## config.mk

```make
export PLATFORM = sky130hd
export DESIGN_NAME = shp_port
export DESIGN_NICKNAME = d
export VERILOG_FILES = /design/src/shp_pkg.sv /design/src/shp_port.sv
export VERILOG_INCLUDE_DIRS = /design/src
export SDC_FILE = /design/constraint.sdc
export NUM_CORES = 1
export LEC_CHECK = 0
export BUFFER_PORTS_ARGS = -buffer_cell sky130_fd_sc_hd__clkbuf_2
export CELL_PAD_IN_SITES_DETAIL_PLACEMENT = 0
export CELL_PAD_IN_SITES_GLOBAL_PLACEMENT = 1
export CORE_MARGIN = 3
export CORE_UTILIZATION = 51
export CTS_BUF_LIST = sky130_fd_sc_hd__clkbuf_8 sky130_fd_sc_hd__clkbuf_16
export CTS_CLUSTER_DIAMETER = 100
export DETAILED_ROUTE_END_ITERATION = 12
export GPL_ROUTABILITY_DRIVEN = 0
export PLACE_DENSITY_LB_ADDON = 0.1
export SLEW_MARGIN = 0
export SYNTH_ARGS = -nofsm -noshare
export SYNTH_HDL_FRONTEND = slang
export SYNTH_SLANG_ARGS = --single-unit
```

## constraint.sdc

```tcl
create_clock -name core_clk -period 5.37 [get_ports core_clk]
set_input_delay 1.611 -clock core_clk [delete_from_list [all_inputs] [get_ports core_clk]]
set_output_delay 1.611 -clock core_clk [all_outputs]
set_load 0.01 [all_outputs]
```

## src/shp_map.svh

```systemverilog
// Register offsets, field positions, reset values and timing for the serial host port
`ifndef SHP_MAP_SVH
`define SHP_MAP_SVH
`define SHP_OFS_CLK     2'h0
`define SHP_OFS_CSR     2'h1
`define SHP_OFS_RXD     2'h2
`define SHP_OFS_TXD     2'h3
`define SHP_CK_CPHA     0
`define SHP_CK_CLOCK_POLARITY_BIT     1
`define SHP_CK_HRS      2
`define SHP_CK_DIV_LSB  3
`define SHP_CK_FM_LSB   12
`define SHP_CK_WMASK    24'h003FFF
`define SHP_CK_RST      24'h000001
`define SHP_CS_EN       0
`define SHP_CS_PROT     1
`define SHP_CS_WS_LSB   2
`define SHP_CS_FRZ      4
`define SHP_CS_DEPTH    5
`define SHP_CS_MST      6
`define SHP_CS_TUE      14
`define SHP_CS_TXE      15
`define SHP_CS_RXNE     17
`define SHP_CS_ROE      20
`define SHP_CS_BER      21
`define SHP_CS_BUSY     22
`define SHP_CS_WMASK    24'h00007F
`define SHP_CS_RST      24'h000000
`define SHP_CLK_NS      40
`define SHP_SPIKE_VN_NS 10
`define SHP_SPIKE_N_NS  50
`define SHP_SPIKE_W_NS  100
`define SHP_CYC(ns)     (((ns) + `SHP_CLK_NS - 1) / `SHP_CLK_NS)
`endif

```

## src/shp_pkg.sv

```systemverilog
// Types shared by the serial host port
package shp_pkg;
  typedef enum logic [1:0] {
    FM_BYPASS = 2'h0,
    FM_VNARROW = 2'h1,
    FM_NARROW = 2'h2,
    FM_WIDE = 2'h3
  } shp_fmode_t;
  typedef enum logic [1:0] {
    ST_IDLE = 2'h0,
    ST_START = 2'h1,
    ST_SHIFT = 2'h2,
    ST_STOP = 2'h3
  } shp_state_t;
endpackage

```

## src/shp_port.sv

```systemverilog
// Serial host port: SPI / I2C control, spike filters and transfer engine
//
// Implementation choices: the strobed register port and the placing of the registers.
`timescale 1ns/1ns
`include "shp_map.svh"

////////////////////////////////////////////////////////////////////////
// Notes on behaviour
// RULE1: Two-bit filter mode field in clock control selects four filter modes.
// RULE2: One filter on serial clock input, one on selected data input.
// RULE3: Mode 00 bypasses both filters.
// RULE4: Mode 01 rejects spikes up to 10 ns.
// RULE5: Mode 10 rejects spikes up to 50 ns.
// RULE6: Mode 11 rejects spikes up to 100 ns, for I2C.
// RULE7: Filter mode cleared by reset.
// RULE8: Software waits ten spike widths before enabling after filter changes.
// RULE9: Control bits read/write, status read-only; individual reset clears status only.
// RULE10: Enable bit enables port; clearing gives individual reset; reset clears it.
// RULE11: Individual reset one cycle after clear: inputs inhibited, pins released.
// RULE12: Master clears enable only while busy is low.
// RULE13: Protocol select: 0 SPI, 1 I2C; cleared by reset.
// RULE14: Word size 00/01/10 gives 8/16/24 bits; cleared by reset.
// RULE15: Software changes word size only while not busy.
// RULE16: I2C slave with freeze holds clock low when not ready.
// RULE17: Clock generator set to 0.75 to 1 times external clock.
// RULE18: Without freeze, unready slave flags overrun or underrun.
// RULE19: Depth bit gives one or ten receive levels; cleared by reset.
// RULE20: Master select: 1 master, 0 slave; cleared by reset.
// RULE21: SPI master drives clock; slave select asserted sets bus error.
// RULE22: I2C master generates start, clock pulses and stop.
// RULE23: Filter passes a change after staying stable long enough.
module shp_port #(
  parameter int RX_DEPTH_LO = 1,
  parameter int RX_DEPTH_HI = 10
) (
  input  wire logic        core_clk,
  input  wire logic        rst_n,
  input  wire logic [1:0]  regAddr,
  input  wire logic [23:0] regWdata,
  input  wire logic        regWr,
  input  wire logic        regRd,
  output logic      [23:0] regRdata,
  input  wire logic        sckIn,
  output logic             sckOut,
  output logic             sckOe,
  input  wire logic        mosiIn,
  output logic             mosiOut,
  output logic             mosiOe,
  input  wire logic        misoIn,
  output logic             misoOut,
  output logic             misoOe,
  input  wire logic        ssInN
);

  // Wide mode needs four samples, so the limit takes three bits
  localparam logic [2:0] LIM_VN = 3'(`SHP_CYC(`SHP_SPIKE_VN_NS) + 1);
  localparam logic [2:0] LIM_N  = 3'(`SHP_CYC(`SHP_SPIKE_N_NS) + 1);
  localparam logic [2:0] LIM_W  = 3'(`SHP_CYC(`SHP_SPIKE_W_NS) + 1);
  localparam logic [3:0] DLO    = 4'(RX_DEPTH_LO);
  localparam logic [3:0] DHI    = 4'(RX_DEPTH_HI);

  function automatic logic [2:0] filtLimit(input logic [1:0] m);
    case (m)
      shp_pkg::FM_VNARROW: filtLimit = LIM_VN; // RULE4
      shp_pkg::FM_NARROW: filtLimit = LIM_N; // RULE5
      shp_pkg::FM_WIDE: filtLimit = LIM_W; // RULE6
      default: filtLimit = 3'h0;
    endcase
  endfunction

  function automatic logic [4:0] lastBit(input logic [1:0] ws);
    case (ws)
      2'h1: lastBit = 5'h0F;
      2'h2: lastBit = 5'h17;
      default: lastBit = 5'h07;
    endcase
  endfunction

  // Received bits gather at the bottom; move them to the top of the word
  function automatic logic [23:0] alignRx(input logic [1:0] ws, input logic [23:0] s);
    case (ws)
      2'h1: alignRx = {s[15:0], 8'h00};
      2'h2: alignRx = s;
      default: alignRx = {s[7:0], 16'h0000};
    endcase
  endfunction

  ////////////////////////////////////////////////////////////////////////
  logic [13:0] ckReg_q;
  logic [6:0]  csCtl_q;
  logic        enDly_q;
  logic        berr_q;
  logic        roe_q;
  logic        tue_q;
  logic [23:0] txHold_q;
  logic        txFull_q;
  logic [23:0] fifo_q [RX_DEPTH_HI];
  logic [3:0]  wrPtr_q;
  logic [3:0]  rdPtr_q;
  logic [3:0]  rxCnt_q;
  logic [3:0]  syncA_q;
  logic [3:0]  syncB_q;
  logic [1:0]  filt_q;
  logic [1:0]  fCnt_q [2];
  logic        sckPrev_q;
  logic        datPrev_q;
  shp_pkg::shp_state_t state_q;
  logic [10:0] divCnt_q;
  logic        ph_q;
  logic [4:0]  bitCnt_q;
  logic [23:0] txSh_q;
  logic [23:0] rxSh_q;
  logic        sdaDrv_q;
  logic        slvLd_q;
  logic        push_q;
  logic [23:0] pushData_q;

  logic        indiv;
  logic        clock_polarity_bit;
  logic [1:0]  fmode;
  logic        i2c;
  logic        mst;
  logic        frz;
  logic [1:0]  ws;
  logic [3:0]  depth;
  logic        rxFull;
  logic        pop;
  logic [1:0]  rawIn;
  logic [1:0]  fIn;
  logic        sckF;
  logic        datF;
  logic        sampleEdge;
  logic        shiftEdge;
  logic        startCond;
  logic        tick;
  logic        busy;
  logic        sclHold;
  logic        slvTue;
  logic        slvRoe;

  assign clock_polarity_bit  = ckReg_q[`SHP_CK_CLOCK_POLARITY_BIT];
  assign fmode = ckReg_q[`SHP_CK_FM_LSB +: 2]; // RULE1
  assign i2c   = csCtl_q[`SHP_CS_PROT]; // RULE13
  assign mst   = csCtl_q[`SHP_CS_MST]; // RULE20
  assign frz   = csCtl_q[`SHP_CS_FRZ] & i2c & ~mst; // RULE18
  assign ws    = csCtl_q[`SHP_CS_WS_LSB +: 2]; // RULE14
  assign depth = csCtl_q[`SHP_CS_DEPTH] ? DHI : DLO; // RULE19
  assign indiv = ~enDly_q; // RULE11
  assign rxFull = rxCnt_q == depth;
  assign pop   = regRd && regAddr == `SHP_OFS_RXD && rxCnt_q != 4'h0;
  assign busy  = state_q != shp_pkg::ST_IDLE || (!mst && bitCnt_q != 5'h00);

  ////////////////////////////////////////////////////////////////////////
  // Registers
  always_ff @(posedge core_clk)
  begin
    if (!rst_n)
    begin
      ckReg_q <= 14'(`SHP_CK_RST); // RULE7
      csCtl_q <= 7'(`SHP_CS_RST); // RULE10
    end
    else if (regWr && regAddr == `SHP_OFS_CLK)
    begin
      ckReg_q <= 14'(regWdata & `SHP_CK_WMASK); // RULE1
    end
    else if (regWr && regAddr == `SHP_OFS_CSR)
    begin
      csCtl_q <= 7'(regWdata & `SHP_CS_WMASK); // RULE9
    end
  end

  // Enable takes hold one cycle after the control bit
  always_ff @(posedge core_clk)
  begin
    if (!rst_n)
    begin
      enDly_q <= 1'b0;
    end
    else
    begin
      enDly_q <= csCtl_q[`SHP_CS_EN]; // RULE10
    end
  end

  always_ff @(posedge core_clk)
  begin
    if (!rst_n)
    begin
      regRdata <= 24'h000000;
    end
    else if (regRd)
    begin
      case (regAddr)
        `SHP_OFS_CLK: regRdata <= {10'h000, ckReg_q};
        `SHP_OFS_CSR: regRdata <= {1'b0, busy, berr_q, roe_q, 2'h0, rxCnt_q != 4'h0, 1'b0,
                                   ~txFull_q, tue_q, 7'h00, csCtl_q}; // RULE9
        `SHP_OFS_RXD: regRdata <= rxCnt_q != 4'h0 ? fifo_q[rdPtr_q] : 24'h000000;
        default: regRdata <= 24'h000000;
      endcase
    end
    else
    begin
      regRdata <= 24'h000000;
    end
  end

  // Status flags: a clear wins over an event in the same cycle
  always_ff @(posedge core_clk)
  begin
    if (!rst_n || indiv)
    begin
      berr_q <= 1'b0; // RULE9
      roe_q <= 1'b0;
      tue_q <= 1'b0;
    end
    else
    begin
      if (i2c == 1'b0 && mst && !syncB_q[3])
      begin
        berr_q <= 1'b1; // RULE21
      end
      if (slvRoe)
      begin
        roe_q <= 1'b1; // RULE18
      end
      if (slvTue)
      begin
        tue_q <= 1'b1; // RULE18
      end
    end
  end

  ////////////////////////////////////////////////////////////////////////
  // Receive FIFO, depth chosen at run time
  always_ff @(posedge core_clk)
  begin
    if (!rst_n || indiv)
    begin
      wrPtr_q <= 4'h0;
      rdPtr_q <= 4'h0;
      rxCnt_q <= 4'h0;
    end
    else
    begin
      if (push_q && !rxFull)
      begin
        fifo_q[wrPtr_q] <= pushData_q;
        wrPtr_q <= wrPtr_q == DHI - 4'h1 ? 4'h0 : wrPtr_q + 4'h1;
      end
      if (pop)
      begin
        rdPtr_q <= rdPtr_q == DHI - 4'h1 ? 4'h0 : rdPtr_q + 4'h1;
      end
      rxCnt_q <= rxCnt_q + 4'(push_q && !rxFull) - 4'(pop); // RULE19
    end
  end

  ////////////////////////////////////////////////////////////////////////
  // Synchronisers, then spike filters
  always_ff @(posedge core_clk)
  begin
    if (!rst_n)
    begin
      syncA_q <= 4'hF;
      syncB_q <= 4'hF;
    end
    else
    begin
      syncA_q <= {ssInN, misoIn, mosiIn, sckIn};
      syncB_q <= syncA_q;
    end
  end

  // Inputs inhibited in individual reset: held at idle
  assign rawIn[0] = indiv ? ~i2c & clock_polarity_bit | i2c : syncB_q[0]; // RULE11
  assign rawIn[1] = indiv ? 1'b1 : (!i2c && mst) ? syncB_q[2] : syncB_q[1]; // RULE2

  for (genvar g = 0; g < 2; g++)
  begin : gFilt
    always_ff @(posedge core_clk)
    begin
      if (!rst_n)
      begin
        filt_q[g] <= 1'b1;
        fCnt_q[g] <= 2'h0;
      end
      else if (rawIn[g] == filt_q[g])
      begin
        fCnt_q[g] <= 2'h0;
      end
      else if ({1'b0, fCnt_q[g]} + 3'h1 >= filtLimit(fmode))
      begin
        filt_q[g] <= rawIn[g]; // RULE23
        fCnt_q[g] <= 2'h0;
      end
      else
      begin
        fCnt_q[g] <= fCnt_q[g] + 2'h1;
      end
    end
    // Bypass costs no latency, so the fastest bit rates stay usable
    assign fIn[g] = fmode == shp_pkg::FM_BYPASS ? rawIn[g] : filt_q[g]; // RULE3
  end

  assign sckF = fIn[0];
  assign datF = fIn[1];

  always_ff @(posedge core_clk)
  begin
    if (!rst_n)
    begin
      sckPrev_q <= 1'b1;
      datPrev_q <= 1'b1;
    end
    else
    begin
      sckPrev_q <= sckF;
      datPrev_q <= datF;
    end
  end

  assign sampleEdge = sckF != sckPrev_q && (i2c ? sckF : sckF != clock_polarity_bit);
  assign shiftEdge  = sckF != sckPrev_q && !(i2c ? sckF : sckF != clock_polarity_bit);
  assign startCond  = i2c && sckF && sckPrev_q && datPrev_q && !datF;
  assign tick       = divCnt_q == 11'h000;
  assign slvTue = !mst && sampleEdge && bitCnt_q == 5'h00 && !slvLd_q && !frz;
  assign slvRoe = !mst && sampleEdge && bitCnt_q == lastBit(ws) && rxFull && !frz;
  // Without R/W decoding, freeze covers either not-ready case
  assign sclHold = frz && enDly_q && bitCnt_q == 5'h00 && !sckF && (rxFull || (!txFull_q && !slvLd_q)); // RULE16

  ////////////////////////////////////////////////////////////////////////
  // Transfer engine, master and slave
  always_ff @(posedge core_clk)
  begin
    if (!rst_n || indiv)
    begin
      state_q <= shp_pkg::ST_IDLE; // RULE11
      divCnt_q <= 11'h000;
      ph_q <= 1'b0;
      bitCnt_q <= 5'h00;
      txSh_q <= 24'h000000;
      rxSh_q <= 24'h000000;
      sdaDrv_q <= 1'b1;
      slvLd_q <= 1'b0;
      push_q <= 1'b0;
      pushData_q <= 24'h000000;
      txHold_q <= 24'h000000;
      txFull_q <= 1'b0;
    end
    else
    begin
      push_q <= 1'b0;
      if (regWr && regAddr == `SHP_OFS_TXD)
      begin
        txHold_q <= regWdata;
        txFull_q <= 1'b1;
      end
      divCnt_q <= tick ? (ckReg_q[`SHP_CK_HRS] ? {3'h0, ckReg_q[10:3]} : {ckReg_q[10:3], 3'h7})
                       : divCnt_q - 11'h001;
      if (mst)
      begin
        case (state_q)
          shp_pkg::ST_IDLE:
          begin
            ph_q <= 1'b0;
            sdaDrv_q <= 1'b1;
            if (txFull_q && tick)
            begin
              txSh_q <= txHold_q;
              txFull_q <= 1'b0;
              bitCnt_q <= 5'h00;
              state_q <= i2c ? shp_pkg::ST_START : shp_pkg::ST_SHIFT;
            end
          end
          shp_pkg::ST_START:
          begin
            sdaDrv_q <= 1'b0; // RULE22
            if (tick)
            begin
              state_q <= shp_pkg::ST_SHIFT;
            end
          end
          shp_pkg::ST_SHIFT:
          begin
            // Data line let go only once the clock is already low
            if (!ph_q)
            begin
              sdaDrv_q <= 1'b1;
            end
            if (tick && !ph_q)
            begin
              ph_q <= 1'b1; // RULE21
              rxSh_q <= {rxSh_q[22:0], datF};
            end
            else if (tick)
            begin
              ph_q <= 1'b0;
              txSh_q <= {txSh_q[22:0], 1'b0};
              bitCnt_q <= bitCnt_q + 5'h01;
              if (bitCnt_q == lastBit(ws))
              begin
                push_q <= 1'b1;
                pushData_q <= alignRx(ws, rxSh_q);
                bitCnt_q <= 5'h00;
                sdaDrv_q <= 1'b0;
                state_q <= i2c ? shp_pkg::ST_STOP : shp_pkg::ST_IDLE;
              end
            end
          end
          shp_pkg::ST_STOP:
          begin
            ph_q <= 1'b1; // RULE22
            if (tick)
            begin
              sdaDrv_q <= 1'b1;
              state_q <= shp_pkg::ST_IDLE;
            end
          end
          default: state_q <= shp_pkg::ST_IDLE;
        endcase
      end
      else if ((!i2c && syncB_q[3]) || startCond)
      begin
        bitCnt_q <= 5'h00;
      end
      else
      begin
        if (bitCnt_q == 5'h00 && !slvLd_q && txFull_q)
        begin
          txSh_q <= txHold_q;
          txFull_q <= 1'b0;
          slvLd_q <= 1'b1;
        end
        if (sampleEdge)
        begin
          rxSh_q <= {rxSh_q[22:0], datF};
          bitCnt_q <= bitCnt_q + 5'h01;
          if (bitCnt_q == lastBit(ws))
          begin
            push_q <= !rxFull; // RULE18
            pushData_q <= alignRx(ws, {rxSh_q[22:0], datF});
            bitCnt_q <= 5'h00;
            slvLd_q <= 1'b0;
          end
        end
        else if (shiftEdge)
        begin
          txSh_q <= {txSh_q[22:0], 1'b0};
        end
      end
    end
  end

  ////////////////////////////////////////////////////////////////////////
  // Pin drive; all released in individual reset
  always_comb
  begin
    sckOut = 1'b0;
    sckOe = 1'b0;
    mosiOut = 1'b0;
    mosiOe = 1'b0;
    misoOut = txSh_q[23];
    misoOe = 1'b0;
    if (enDly_q && i2c)
    begin
      sckOe = (mst && (state_q == shp_pkg::ST_SHIFT || state_q == shp_pkg::ST_STOP) && !ph_q) || sclHold; // RULE16
      mosiOe = mst ? !sdaDrv_q || (state_q == shp_pkg::ST_SHIFT && !txSh_q[23]) : 1'b0;
    end
    else if (enDly_q && mst)
    begin
      sckOut = clock_polarity_bit ^ ph_q; // RULE21
      sckOe = 1'b1;
      mosiOut = txSh_q[23];
      mosiOe = 1'b1;
    end
    else if (enDly_q)
    begin
      misoOe = !syncB_q[3];
    end
  end

  ////////////////////////////////////////////////////////////////////////
  a_filter_bypass: assert property (@(posedge core_clk) disable iff (!rst_n) // RULE3
    fmode == 2'h0 |-> sckF == rawIn[0] && datF == rawIn[1])
    else $error("bypass filter not transparent");
  a_filter_spike: assert property (@(posedge core_clk) disable iff (!rst_n) // RULE23
    $past(fmode, 1) != 2'h0 && $changed(filt_q[0]) |-> $past(rawIn[0], 2) == filt_q[0])
    else $error("filter passed a one-sample spike");
  a_filter_reset: assert property (@(posedge core_clk) // RULE7
    !rst_n |=> fmode == 2'h0 && csCtl_q == 7'h00)
    else $error("config not cleared by reset");
  a_enable_delay: assert property (@(posedge core_clk) disable iff (!rst_n) // RULE11
    $fell(csCtl_q[0]) |-> !indiv ##1 indiv)
    else $error("individual reset not one cycle late");
  a_pins_released: assert property (@(posedge core_clk) disable iff (!rst_n) // RULE11
    indiv |-> !sckOe && !mosiOe && !misoOe)
    else $error("pin driven in individual reset");
  a_status_clear: assert property (@(posedge core_clk) disable iff (!rst_n) // RULE9
    indiv && !(regWr && regAddr == `SHP_OFS_CSR) |=> !berr_q && rxCnt_q == 4'h0 && $stable(csCtl_q))
    else $error("status not cleared");
  a_spi_berr: assert property (@(posedge core_clk) disable iff (!rst_n) // RULE21
    !indiv && !i2c && mst && !syncB_q[3] |=> berr_q)
    else $error("bus error flag not set");
  a_rx_depth: assert property (@(posedge core_clk) disable iff (!rst_n) // RULE19
    rxCnt_q <= depth)
    else $error("receive count beyond depth");
  a_freeze_hold: assert property (@(posedge core_clk) disable iff (!rst_n) // RULE16
    sckOe && i2c && !mst |-> frz && (rxFull || (!txFull_q && !slvLd_q)))
    else $error("clock held without freeze cause");

endmodule

```

==> results of run 1 <==
## registers in the layout, indices dropped and copies added, names as in the netlist, 5 cells and up, named ones only
signal,count
fifo_q,240
divCnt_q,11
txHold_q,24
csCtl_q,7
bitCnt_q,5
ckReg_q,14
regRdata,24
pushData_q,24
rxSh_q,24
txSh_q,24
## layer usage
| metal | vias to the layer above | track usage | part of all wire |
|---|---|---|---|
| met2 | 346 | 0.360 | 0.46 |
| met4 | 0 | 0.0535 | 0.016 |
| li1 | 5984 | - | - |
| met5 | - | 0 | 0 |
| met1 | 6259 | 0.356 | 0.46 |
| met3 | 47 | 0.0422 | 0.064 |
## path summary, 6_finish.rpt
path,cells past startpoint,end,slack [ns]
setup reg to reg,7,txSh_q[19]$_SDFFE_PP0P_,2.09
setup / recovery,7,sckOe,1.31
hold / removal,1,syncB_q[2]$_SDFF_PN1_,0.41
hold reg to reg,1,syncB_q[2]$_SDFF_PN1_,0.41
## cells in the final DEF (no fill, tap or decap), types with 42 or more instances in the layout
cell	synthesis	routed
a21oi_1	140	139
clkbuf_16	0	47
clkbuf_2	1	63
dfxtp_1	196	192
edfxtp_1	244	244
mux2i_1	75	75
mux4_2	48	48
nand2_1	199	198
nand3_1	66	66
nor2_1	76	69
nor3_1	45	42
o21ai_0	61	61
## power breakdown
part           switching, mW  internal [mW]  total (mW)  leakage [nW]
logic                  0.128         0.0576       0.186          2.36
registers             0.0188           3.53        3.55          4.42
clock network           1.29           1.92        3.21         0.818
total                   1.44           5.51        6.94          7.60
## kinds of logic (layout without fill, tap and decap cells)
logic type | count (synthesis) | after routing
AOI/OAI and AO/OA | 359 | 359
xor gates and xnor gates | 17 | 17
adders and majority gates | 22 | 22
buffers and inverters | 142 | 205
DFF | 440 | 440
muxes | 133 | 133
other | 1 | 4
and+or+nand+nor | 489 | 489
## per-stage QoR
step	std cells	instance area [sq um]	utilization	worst slack, ns
after CTS	2130	21000	0.586	1.28
after detailed placement	2045	19500	0.542	1.46
after floorplan	1606	18800	-	0.951
after global routing	2130	21000	0.586	1.20
final	2130	21000	0.586	1.31
after global placement	2045	19500	0.542	1.47
## cell type report
type,instances,area [sq um],area share
sequential,440,11300,0.535
clock inverter,28,240,0.0114
inverter,26,97.6,0.00464
tap,461,577,0.0274
multi-input combinational,1024,7000,0.333
clock buffer,57,1310,0.0625
timing repair buffer,94,548,0.0261
==> flow_summary_export.csv, run 1 <==
group,metric,value,unit
status,status,"finished clean",
route,post-route-drc-count,0,
place,hpwl,28.7,mm
floorplan,pin_count,64,
sta,finalSetupTns,0,ns
global_routing,grt_pass1_wl,71.4,mm
synth,synthTopCellsByCount,"244 x edfxtp_1, 199 x nand2_1, 196 x dfxtp_1, 140 x a21oi_1, 81 x clkbuf_1",
job,drv_cap,0,
sta,slew_viol_final,0,
synth,synthAdderAreaFrac,0.0151,
synth,synth_ff_type,"edfxtp_1",
synth,ys_warn_count,0,
floorplan,placement_rows,69,
clock_network,cts_resized,0,
critical_path,crit_path_cell_trace,"inv_1 > ha_1 > or4b_2 > nor3_1 > a31oi_1 > nor2_1 > clkbuf_2",
synth,synth_top_family_by_area,"simple AND/OR/NAND/NOR gates",
floorplan,coreArea,35900,sq um
synth,synth_area,18800,sq um
sta,fin_skew,0.0201,ns
final_layout,antenna-diode-count,0,
global_routing,gr-total-overflow,0,
route,dr_total_vias,12636,
final_layout,synthToLayoutAreaGrowth,12.1,%
clock_network,cts_buffers,47,
floorplan,die_width,198,um
power_and_ir_drop,p_leak,7.60,nW
synth,synth_mux_area_frac,0.104,
synth,ys_types,71,
route,first_pass_iters,5,
route,dr.first_iter.drc_count,1080,
synth,syn_area_per_cell,11.7,sq um
clock_network,cts_tree,"done",
synth,yosys.area.top_type,"edfxtp_1",
critical_path,worstSetupPathType,"flop to primary output",
power_and_ir_drop,total_power,6.94,mW
sta,hold_viol_final,0,
hold_path,min-delay-start,"syncA_q[2]$_SDFF_PN1_",
critical_path,max_stage_delay,0.64,ns
synth,synth-edff-count,244,
synth,synthTopCellsByArea,"edfxtp_1 39%, dfxtp_1 21%, mux4_2 5.8%, mux2i_1 4.0%, nand2_1 4.0%",
floorplan,die_height,198,um
route,ant_nets,0,
critical_path,cp-start-kind,"flop",
critical_path,critPathTopFamily,"simple AND/OR/NAND/NOR gates",
synth,synth_simple_gate_area_frac,0.122,
synth,async_flop_share,0,
clock_network,cts_root_buffer,"clkbuf_16",
sta,finalCritPeriodShare,0.756,
hold_path,hp-class,"flop to flop",
floorplan,start_util,0.523,
sta,maxSlewHeadroom,0.188,
final_layout,drive_gt1_frac,0.149,
route,routed_wl,45.7,mm
floorplan,die-area,39100,sq um
route,wl_per_cell,21.5,um
power_and_ir_drop,ir_drop,0.226,mV
critical_path,path_buf_inv,2,
route,drt-vias-per-instance,5.93,
critical_path,worstPathArrival,2.45,ns
critical_path,reg2reg_from,"enDly_q$_SDFF_PN0_",
place,portBuffers,63,
critical_path,setup.worst_path.start,"bitCnt_q[0]$_SDFFE_PP0P_",
sta,rsz0062_at_grt,"no",
critical_path,crit_fanout,5,
clock_network,postCtsHoldBufs,0,
clock_network,clock_latency,0.58,ns
final_layout,fillers,3016,
clock_network,clk_pin_slew_worst_paths,0.06,ns
clock_network,postCtsSetupRepairBufs,0,
sta,max_freq,246,MHz
global_routing,grt_pass1_vias,12085,
synth,synth_top_area_frac,0.390,
clock_network,htreeDepth,2,
sta,worst_pin_slew,1.22,ns
global_routing,grt_max_degree,78,
critical_path,end_kind,"primary output",
sta,setup_viol,0,
critical_path,slowest_stage,"or4b_2",
global_routing,antenna_found_initial,0,
synth,syn_inst,1603,
synth,ys_seq_area_frac,0.599,
sta,hold_ws,0.414,ns
global_routing,track_usage,0.236,
clock_network,numClockSinks,440,
power_and_ir_drop,powerDensity,330,nW/um^2
synth,ys_ff_latch,440,
sta,period_minus_slack,4.06,ns
synth,synth_compound_area_frac,0.121,
synth,synth_most_common_cell,"edfxtp_1",
clock_network,clockBufferDepth,3,
critical_path,cp.required,3.76,ns
final_layout,final_nets,1689,
synth,synth_xor_area_frac,0.00793,
Power figures use the tool's default switching activity.
==> run 2, diff against run 1 <==
--- a/config.mk
+++ b/config.mk
@@ -10,7 +10,7 @@
 export CELL_PAD_IN_SITES_DETAIL_PLACEMENT = 0
 export CELL_PAD_IN_SITES_GLOBAL_PLACEMENT = 1
 export CORE_MARGIN = 3
-export CORE_UTILIZATION = 51
+export CORE_UTILIZATION = 46
 export CTS_BUF_LIST = sky130_fd_sc_hd__clkbuf_8 sky130_fd_sc_hd__clkbuf_16
 export CTS_CLUSTER_DIAMETER = 100
 export DETAILED_ROUTE_END_ITERATION = 12
==> constraint.sdc (replaced) <==
create_clock -name core_clk -period 3.7 [get_ports core_clk]
set_input_delay 1.11 -clock core_clk [delete_from_list [all_inputs] [get_ports core_clk]]
set_output_delay 1.11 -clock core_clk [all_outputs]
set_load 0.01 [all_outputs]
==> flow_summary_export.csv, run 2 (synthesis gave the netlist of run 1 again) <==
group,metric,value,unit
status,status,"finished clean",
place,placed_area,19700,sq um
floorplan,pin_count,64,
final_layout,antenna-diode-count,0,
sta,period_minus_slack,3.52,ns
hold_path,hp-class,"flop to flop",
final_layout,largest_register_ffs,240,
clock_network,cts_tree,"done",
critical_path,r2r-end,"rxSh_q[22]$_SDFFE_PP0P_",
hold_path,min_path_cells,1,
sta,rsz0062_at_grt,"no",
critical_path,end_kind,"primary output",
clock_network,cts_root_buffer,"clkbuf_16",
route,ant_nets,0,
clock_network,clk_pin_slew_worst_paths,0.06,ns
critical_path,cp.required,2.59,ns
critical_path,worst_r2r_path_depth,5,
power_and_ir_drop,p_leak,7.67,nW
global_routing,gr-total-overflow,0,
critical_path,worstSetupPathType,"flop to primary output",
route,drt-vias-per-instance,5.74,
critical_path,slowest_stage,"or4b_2",
sta,fin_skew,0.0121,ns
critical_path,cp-start-kind,"flop",
power_and_ir_drop,powerDensity,477,nW/um^2
job,drv_cap,0,
critical_path,reg2reg_from,"csCtl_q[1]$_SDFFE_PN0P_",
final_layout,regMostFlops,"fifo_q",
global_routing,grt_max_degree,72,
hold_path,hold_path_end,"syncB_q[3]$_SDFF_PN1_",
final_layout,final_util,0.532,
clock_network,numClockSinks,440,
critical_path,max_stage_delay,0.64,ns
route,wl_per_cell,21.9,um
sta,slew_viol_final,0,
route,first_pass_iters,5,
final_layout,final_common_cell,"edfxtp_1",
place,dp_worst_setup_slack,0.603,ns
critical_path,critPathTopFamily,"simple AND/OR/NAND/NOR gates",
floorplan,placement_rows,73,
route,post-route-drc-count,0,
sta,max_freq,284,MHz
sta,worst_pin_slew,1.10,ns
floorplan,start_util,0.469,
sta,finalCritPeriodShare,0.950,
clock_network,clock_latency,0.57,ns
sta,setup_viol,0,
global_routing,track_usage,0.220,
final_layout,synthToLayoutAreaGrowth,13.3,%
final_layout,final_cell_mix,"244 x edfxtp_1, 198 x nand2_1, 192 x dfxtp_1, 139 x a21oi_1, 75 x mux2i_1",
global_routing,grt_pass1_wl,74.2,mm
clock_network,cts_buffers,48,
floorplan,die-area,43300,sq um
floorplan,die_width,208,um
sta,finalSetupTns,0,ns
floorplan,coreArea,40000,sq um
clock_network,clockBufferDepth,3,
critical_path,crit_fanout,5,
global_routing,antenna_found_initial,2,
floorplan,die_height,208,um
clock_network,htreeDepth,2,
place,portBuffers,63,
final_layout,drive_gt1_frac,0.163,
place,hpwl,30.6,mm
power_and_ir_drop,ir_drop,0.284,mV
critical_path,regToRegSetupSlack,0.60,ns
critical_path,worstPathArrival,2.41,ns
sta,hold_viol_final,0,
sta,maxSlewHeadroom,0.268,
sta,post-route-worst-setup-slack,0.185,ns
final_layout,stdcell_area,21300,sq um
route,dr.first_iter.drc_count,1120,
final_layout,final_nets,1707,
global_routing,grt_pass1_vias,12345,
critical_path,crit_path_cell_trace,"inv_1 > ha_1 > or4b_2 > nor3_2 > a31oi_1 > nor2_1 > clkbuf_2",
hold_path,min-delay-start,"syncA_q[3]$_SDFF_PN1_",
critical_path,path_buf_inv,2,
route,routed_wl,48.4,mm
route,dr_total_vias,12710,
## run 2: cell type report
cell class / count / area [sq um]
well taps: 525 / 657
fillers: 3495 / 18700
flip-flops and latches: 440 / 11300
multi-input cells: 1024 / 7010
clock buffers: 53 / 1270
repair buffers: 111 / 688
inverters: 26 / 97.6
clock inverters: 34 / 285
## run 2: worst max-delay path by stage
stage,from,endpoint,cells past startpoint
final,bitCnt_q[0]$_SDFFE_PP0P_,sckOe,7
after global routing,bitCnt_q[0]$_SDFFE_PP0P_,sckOe,7
after CTS,bitCnt_q[0]$_SDFFE_PP0P_,sckOe,7
after detailed placement,csCtl_q[1]$_SDFFE_PN0P_,rxSh_q[22]$_SDFFE_PP0P_,5
after global placement,regAddr[1],rxCnt_q[2]$_SDFF_PP0_,11
after floorplan,rst_n,fifo_q[0][0]$_DFFE_PP_,4
## run 2: timing repair
item,4_1_cts,5_1_grt
hold buffers,0,0
setup buffers,0,0
gates resized for setup,0,1
setup endpoints to repair,0,1
## run 2: layer usage
metal	GRT usage	vias to the layer above	part of all wire
met2	0.329	313	0.44
met1	0.334	6291	0.48
met5	0	-	0
li1	-	6034	-
met3	0.0314	72	0.047
met4	0.0660	0	0.024
## run 2: worst register-to-register path: stages, from the launching register on
cell     delay (ns)
dfxtp_1        0.59
nor3_1         0.18
o31a_1         0.41
o41a_1         0.60
a21oi_4        0.90
o21ai_0        0.26
## run 2: where the power goes
part	switching, mW	internal (mW)	total (mW)
clock	1.97	2.75	4.71
combinational	0.197	0.0887	0.286
sequential	0.0221	5.12	5.15
total	2.19	7.96	10.1
## run 2: through the flow
| step | hold slack [ns] | power, mW | std cells |
|---|---|---|---|
| 3_5_place_dp | 0.396 | 5.54 | 2126 |
| 3_3_place_gp | 0.397 | 5.54 | 2126 |
| 4_1_cts | 0.424 | 10.2 | 2213 |
| 5_1_grt | 0.454 | 10.5 | 2213 |
| 6_report | 0.427 | 10.1 | 2213 |
| 2_1_floorplan | 0.386 | 5.43 | 1606 |
==> run 3, diff against run 2 <==
--- a/config.mk
+++ b/config.mk
@@ -15,7 +15,7 @@
 export CTS_CLUSTER_DIAMETER = 100
 export DETAILED_ROUTE_END_ITERATION = 12
 export GPL_ROUTABILITY_DRIVEN = 0
-export PLACE_DENSITY_LB_ADDON = 0.1
+export PLACE_DENSITY_LB_ADDON = 0.25
 export SLEW_MARGIN = 0
 export SYNTH_ARGS = -nofsm -noshare
 export SYNTH_HDL_FRONTEND = slang
==> flow_summary_export.csv, run 3 (synthesis gave the netlist of run 1 again) <==
group,metric,value,unit
global_routing,gr-total-overflow,0,
clock_network,numClockSinks,440,
sta,hold_viol_final,0,
sta,period_minus_slack,3.53,ns
clock_network,clock_latency,0.58,ns
critical_path,crit_fanout,5,
route,ant_nets,0,
route,drt-vias-per-instance,5.72,
power_and_ir_drop,ir_drop,0.328,mV
route,dr_total_vias,12648,
floorplan,die_height,208,um
clock_network,clockBufferDepth,3,
job,drv_cap,0,
route,routed_wl,46.7,mm
global_routing,grt_max_degree,72,
floorplan,start_util,0.469,
global_routing,grt_pass1_vias,12046,
global_routing,grt_pass1_wl,72.1,mm
clock_network,cts_tree,"done",
clock_network,cts_buffers,47,
critical_path,worstPathArrival,2.42,ns
sta,finalCritPeriodShare,0.954,
clock_network,postCtsSetupRepairBufs,0,
critical_path,cp-start-kind,"flop",
floorplan,die_width,208,um
clock_network,cts_root_buffer,"clkbuf_16",
global_routing,antenna_found_initial,1,
final_layout,final_nets,1704,
final_layout,finalNonFillerCells,2212,
final_layout,synthToLayoutAreaGrowth,13.9,%
sta,slew_viol_final,0,
clock_network,cts_resized,0,
sta,fin_skew,0.0150,ns
sta,max_freq,283,MHz
clock_network,htreeDepth,2,
floorplan,die-area,43300,sq um
hold_path,hp-class,"flop to flop",
sta,maxSlewHeadroom,0.403,
status,status,"finished clean",
clock_network,postCtsHoldBufs,0,
sta,rsz0062_at_grt,"no",
final_layout,final_cell_mix,"244 x edfxtp_1, 198 x nand2_1, 192 x dfxtp_1, 139 x a21oi_1, 75 x mux2i_1",
sta,setup_viol,0,
route,wl_per_cell,21.1,um
final_layout,drive_gt1_frac,0.162,
route,post-route-drc-count,0,
floorplan,pin_count,64,
place,hpwl,29.7,mm
final_layout,fillers,3425,
route,dr.first_iter.drc_count,1236,
floorplan,coreArea,40000,sq um
power_and_ir_drop,powerDensity,477,nW/um^2
power_and_ir_drop,p_leak,7.68,nW
critical_path,worstSetupPathType,"flop to primary output",
final_layout,regMostFlops,"fifo_q",
final_layout,final_common_cell,"edfxtp_1",
global_routing,track_usage,0.212,
sta,finalSetupTns,0,ns
place,portBuffers,63,
final_layout,largest_register_ffs,240,
clock_network,clk_pin_slew_worst_paths,0.06,ns
critical_path,cp.required,2.59,ns
route,first_pass_iters,5,
critical_path,end_kind,"primary output",
sta,worst_pin_slew,0.894,ns
place,placedCellCount,2124,
floorplan,placement_rows,73,
==> run 3: final cells by class <==
cell class / instances / area [sq um] / share of cell area
Tap cell: 525 / 657 / 0.0307
Antenna cell: 1 / 2.50 / 0.000117
Sequential cell: 440 / 11300 / 0.527
Clock inverter: 34 / 293 / 0.0137
Multi-Input combinational cell: 1024 / 7010 / 0.328
Clock buffer: 53 / 1290 / 0.0605
Inverter: 26 / 97.6 / 0.00456
Timing Repair Buffer: 109 / 773 / 0.0362
==> run 3: path summary, 6_finish.rpt <==
path | slack (ns) | from | cells past startpoint | endpoint
setup / recovery | 0.17 | bitCnt_q[0]$_SDFFE_PP0P_ | 7 | sckOe
hold / removal | 0.41 | syncA_q[2]$_SDFF_PN1_ | 1 | syncB_q[2]$_SDFF_PN1_
setup reg to reg | 0.76 | divCnt_q[0]$_SDFF_PP0_ | 9 | txSh_q[23]$_SDFFE_PP0P_
hold reg to reg | 0.41 | syncA_q[2]$_SDFF_PN1_ | 1 | syncB_q[2]$_SDFF_PN1_
==> run 3: metal layers <==
layer / part of all wire / global-route usage
met4: 0.023 / 0.0649
met1: 0.46 / 0.309
met2: 0.46 / 0.329
met5: 0 / 0
met3: 0.057 / 0.0327
==> run 3: report_power, final <==
part           leakage, nW  switching, mW  internal, mW
combinational         2.46          0.191        0.0901
clock                0.799           1.97          2.80
sequential            4.42         0.0234          5.12
total                 7.68           2.18          8.01
==> run 3: worst max-delay path, stage by stage, from the launching register on <==
cell and delay, ns:
dfxtp_1 0.35, inv_1 0.07, ha_1 0.14, or4b_2 0.64, nor3_1 0.21, a31oi_1 0.13, nor2_1 0.16, clkbuf_2 0.16
==> run 3: per-stage QoR <==
stage                util  total power, mW  setup slack [ns]  instance area [sq um]  hold WS [ns]
floorplan               -             5.43            0.0243                  18800         0.386
global placement    0.495             5.53             0.517                  19800         0.396
detailed placement  0.495             5.53             0.500                  19800         0.396
CTS                 0.534             10.3             0.133                  21400         0.414
global route        0.534             10.5            0.0431                  21400         0.427
finish              0.534             10.2             0.169                  21400         0.405
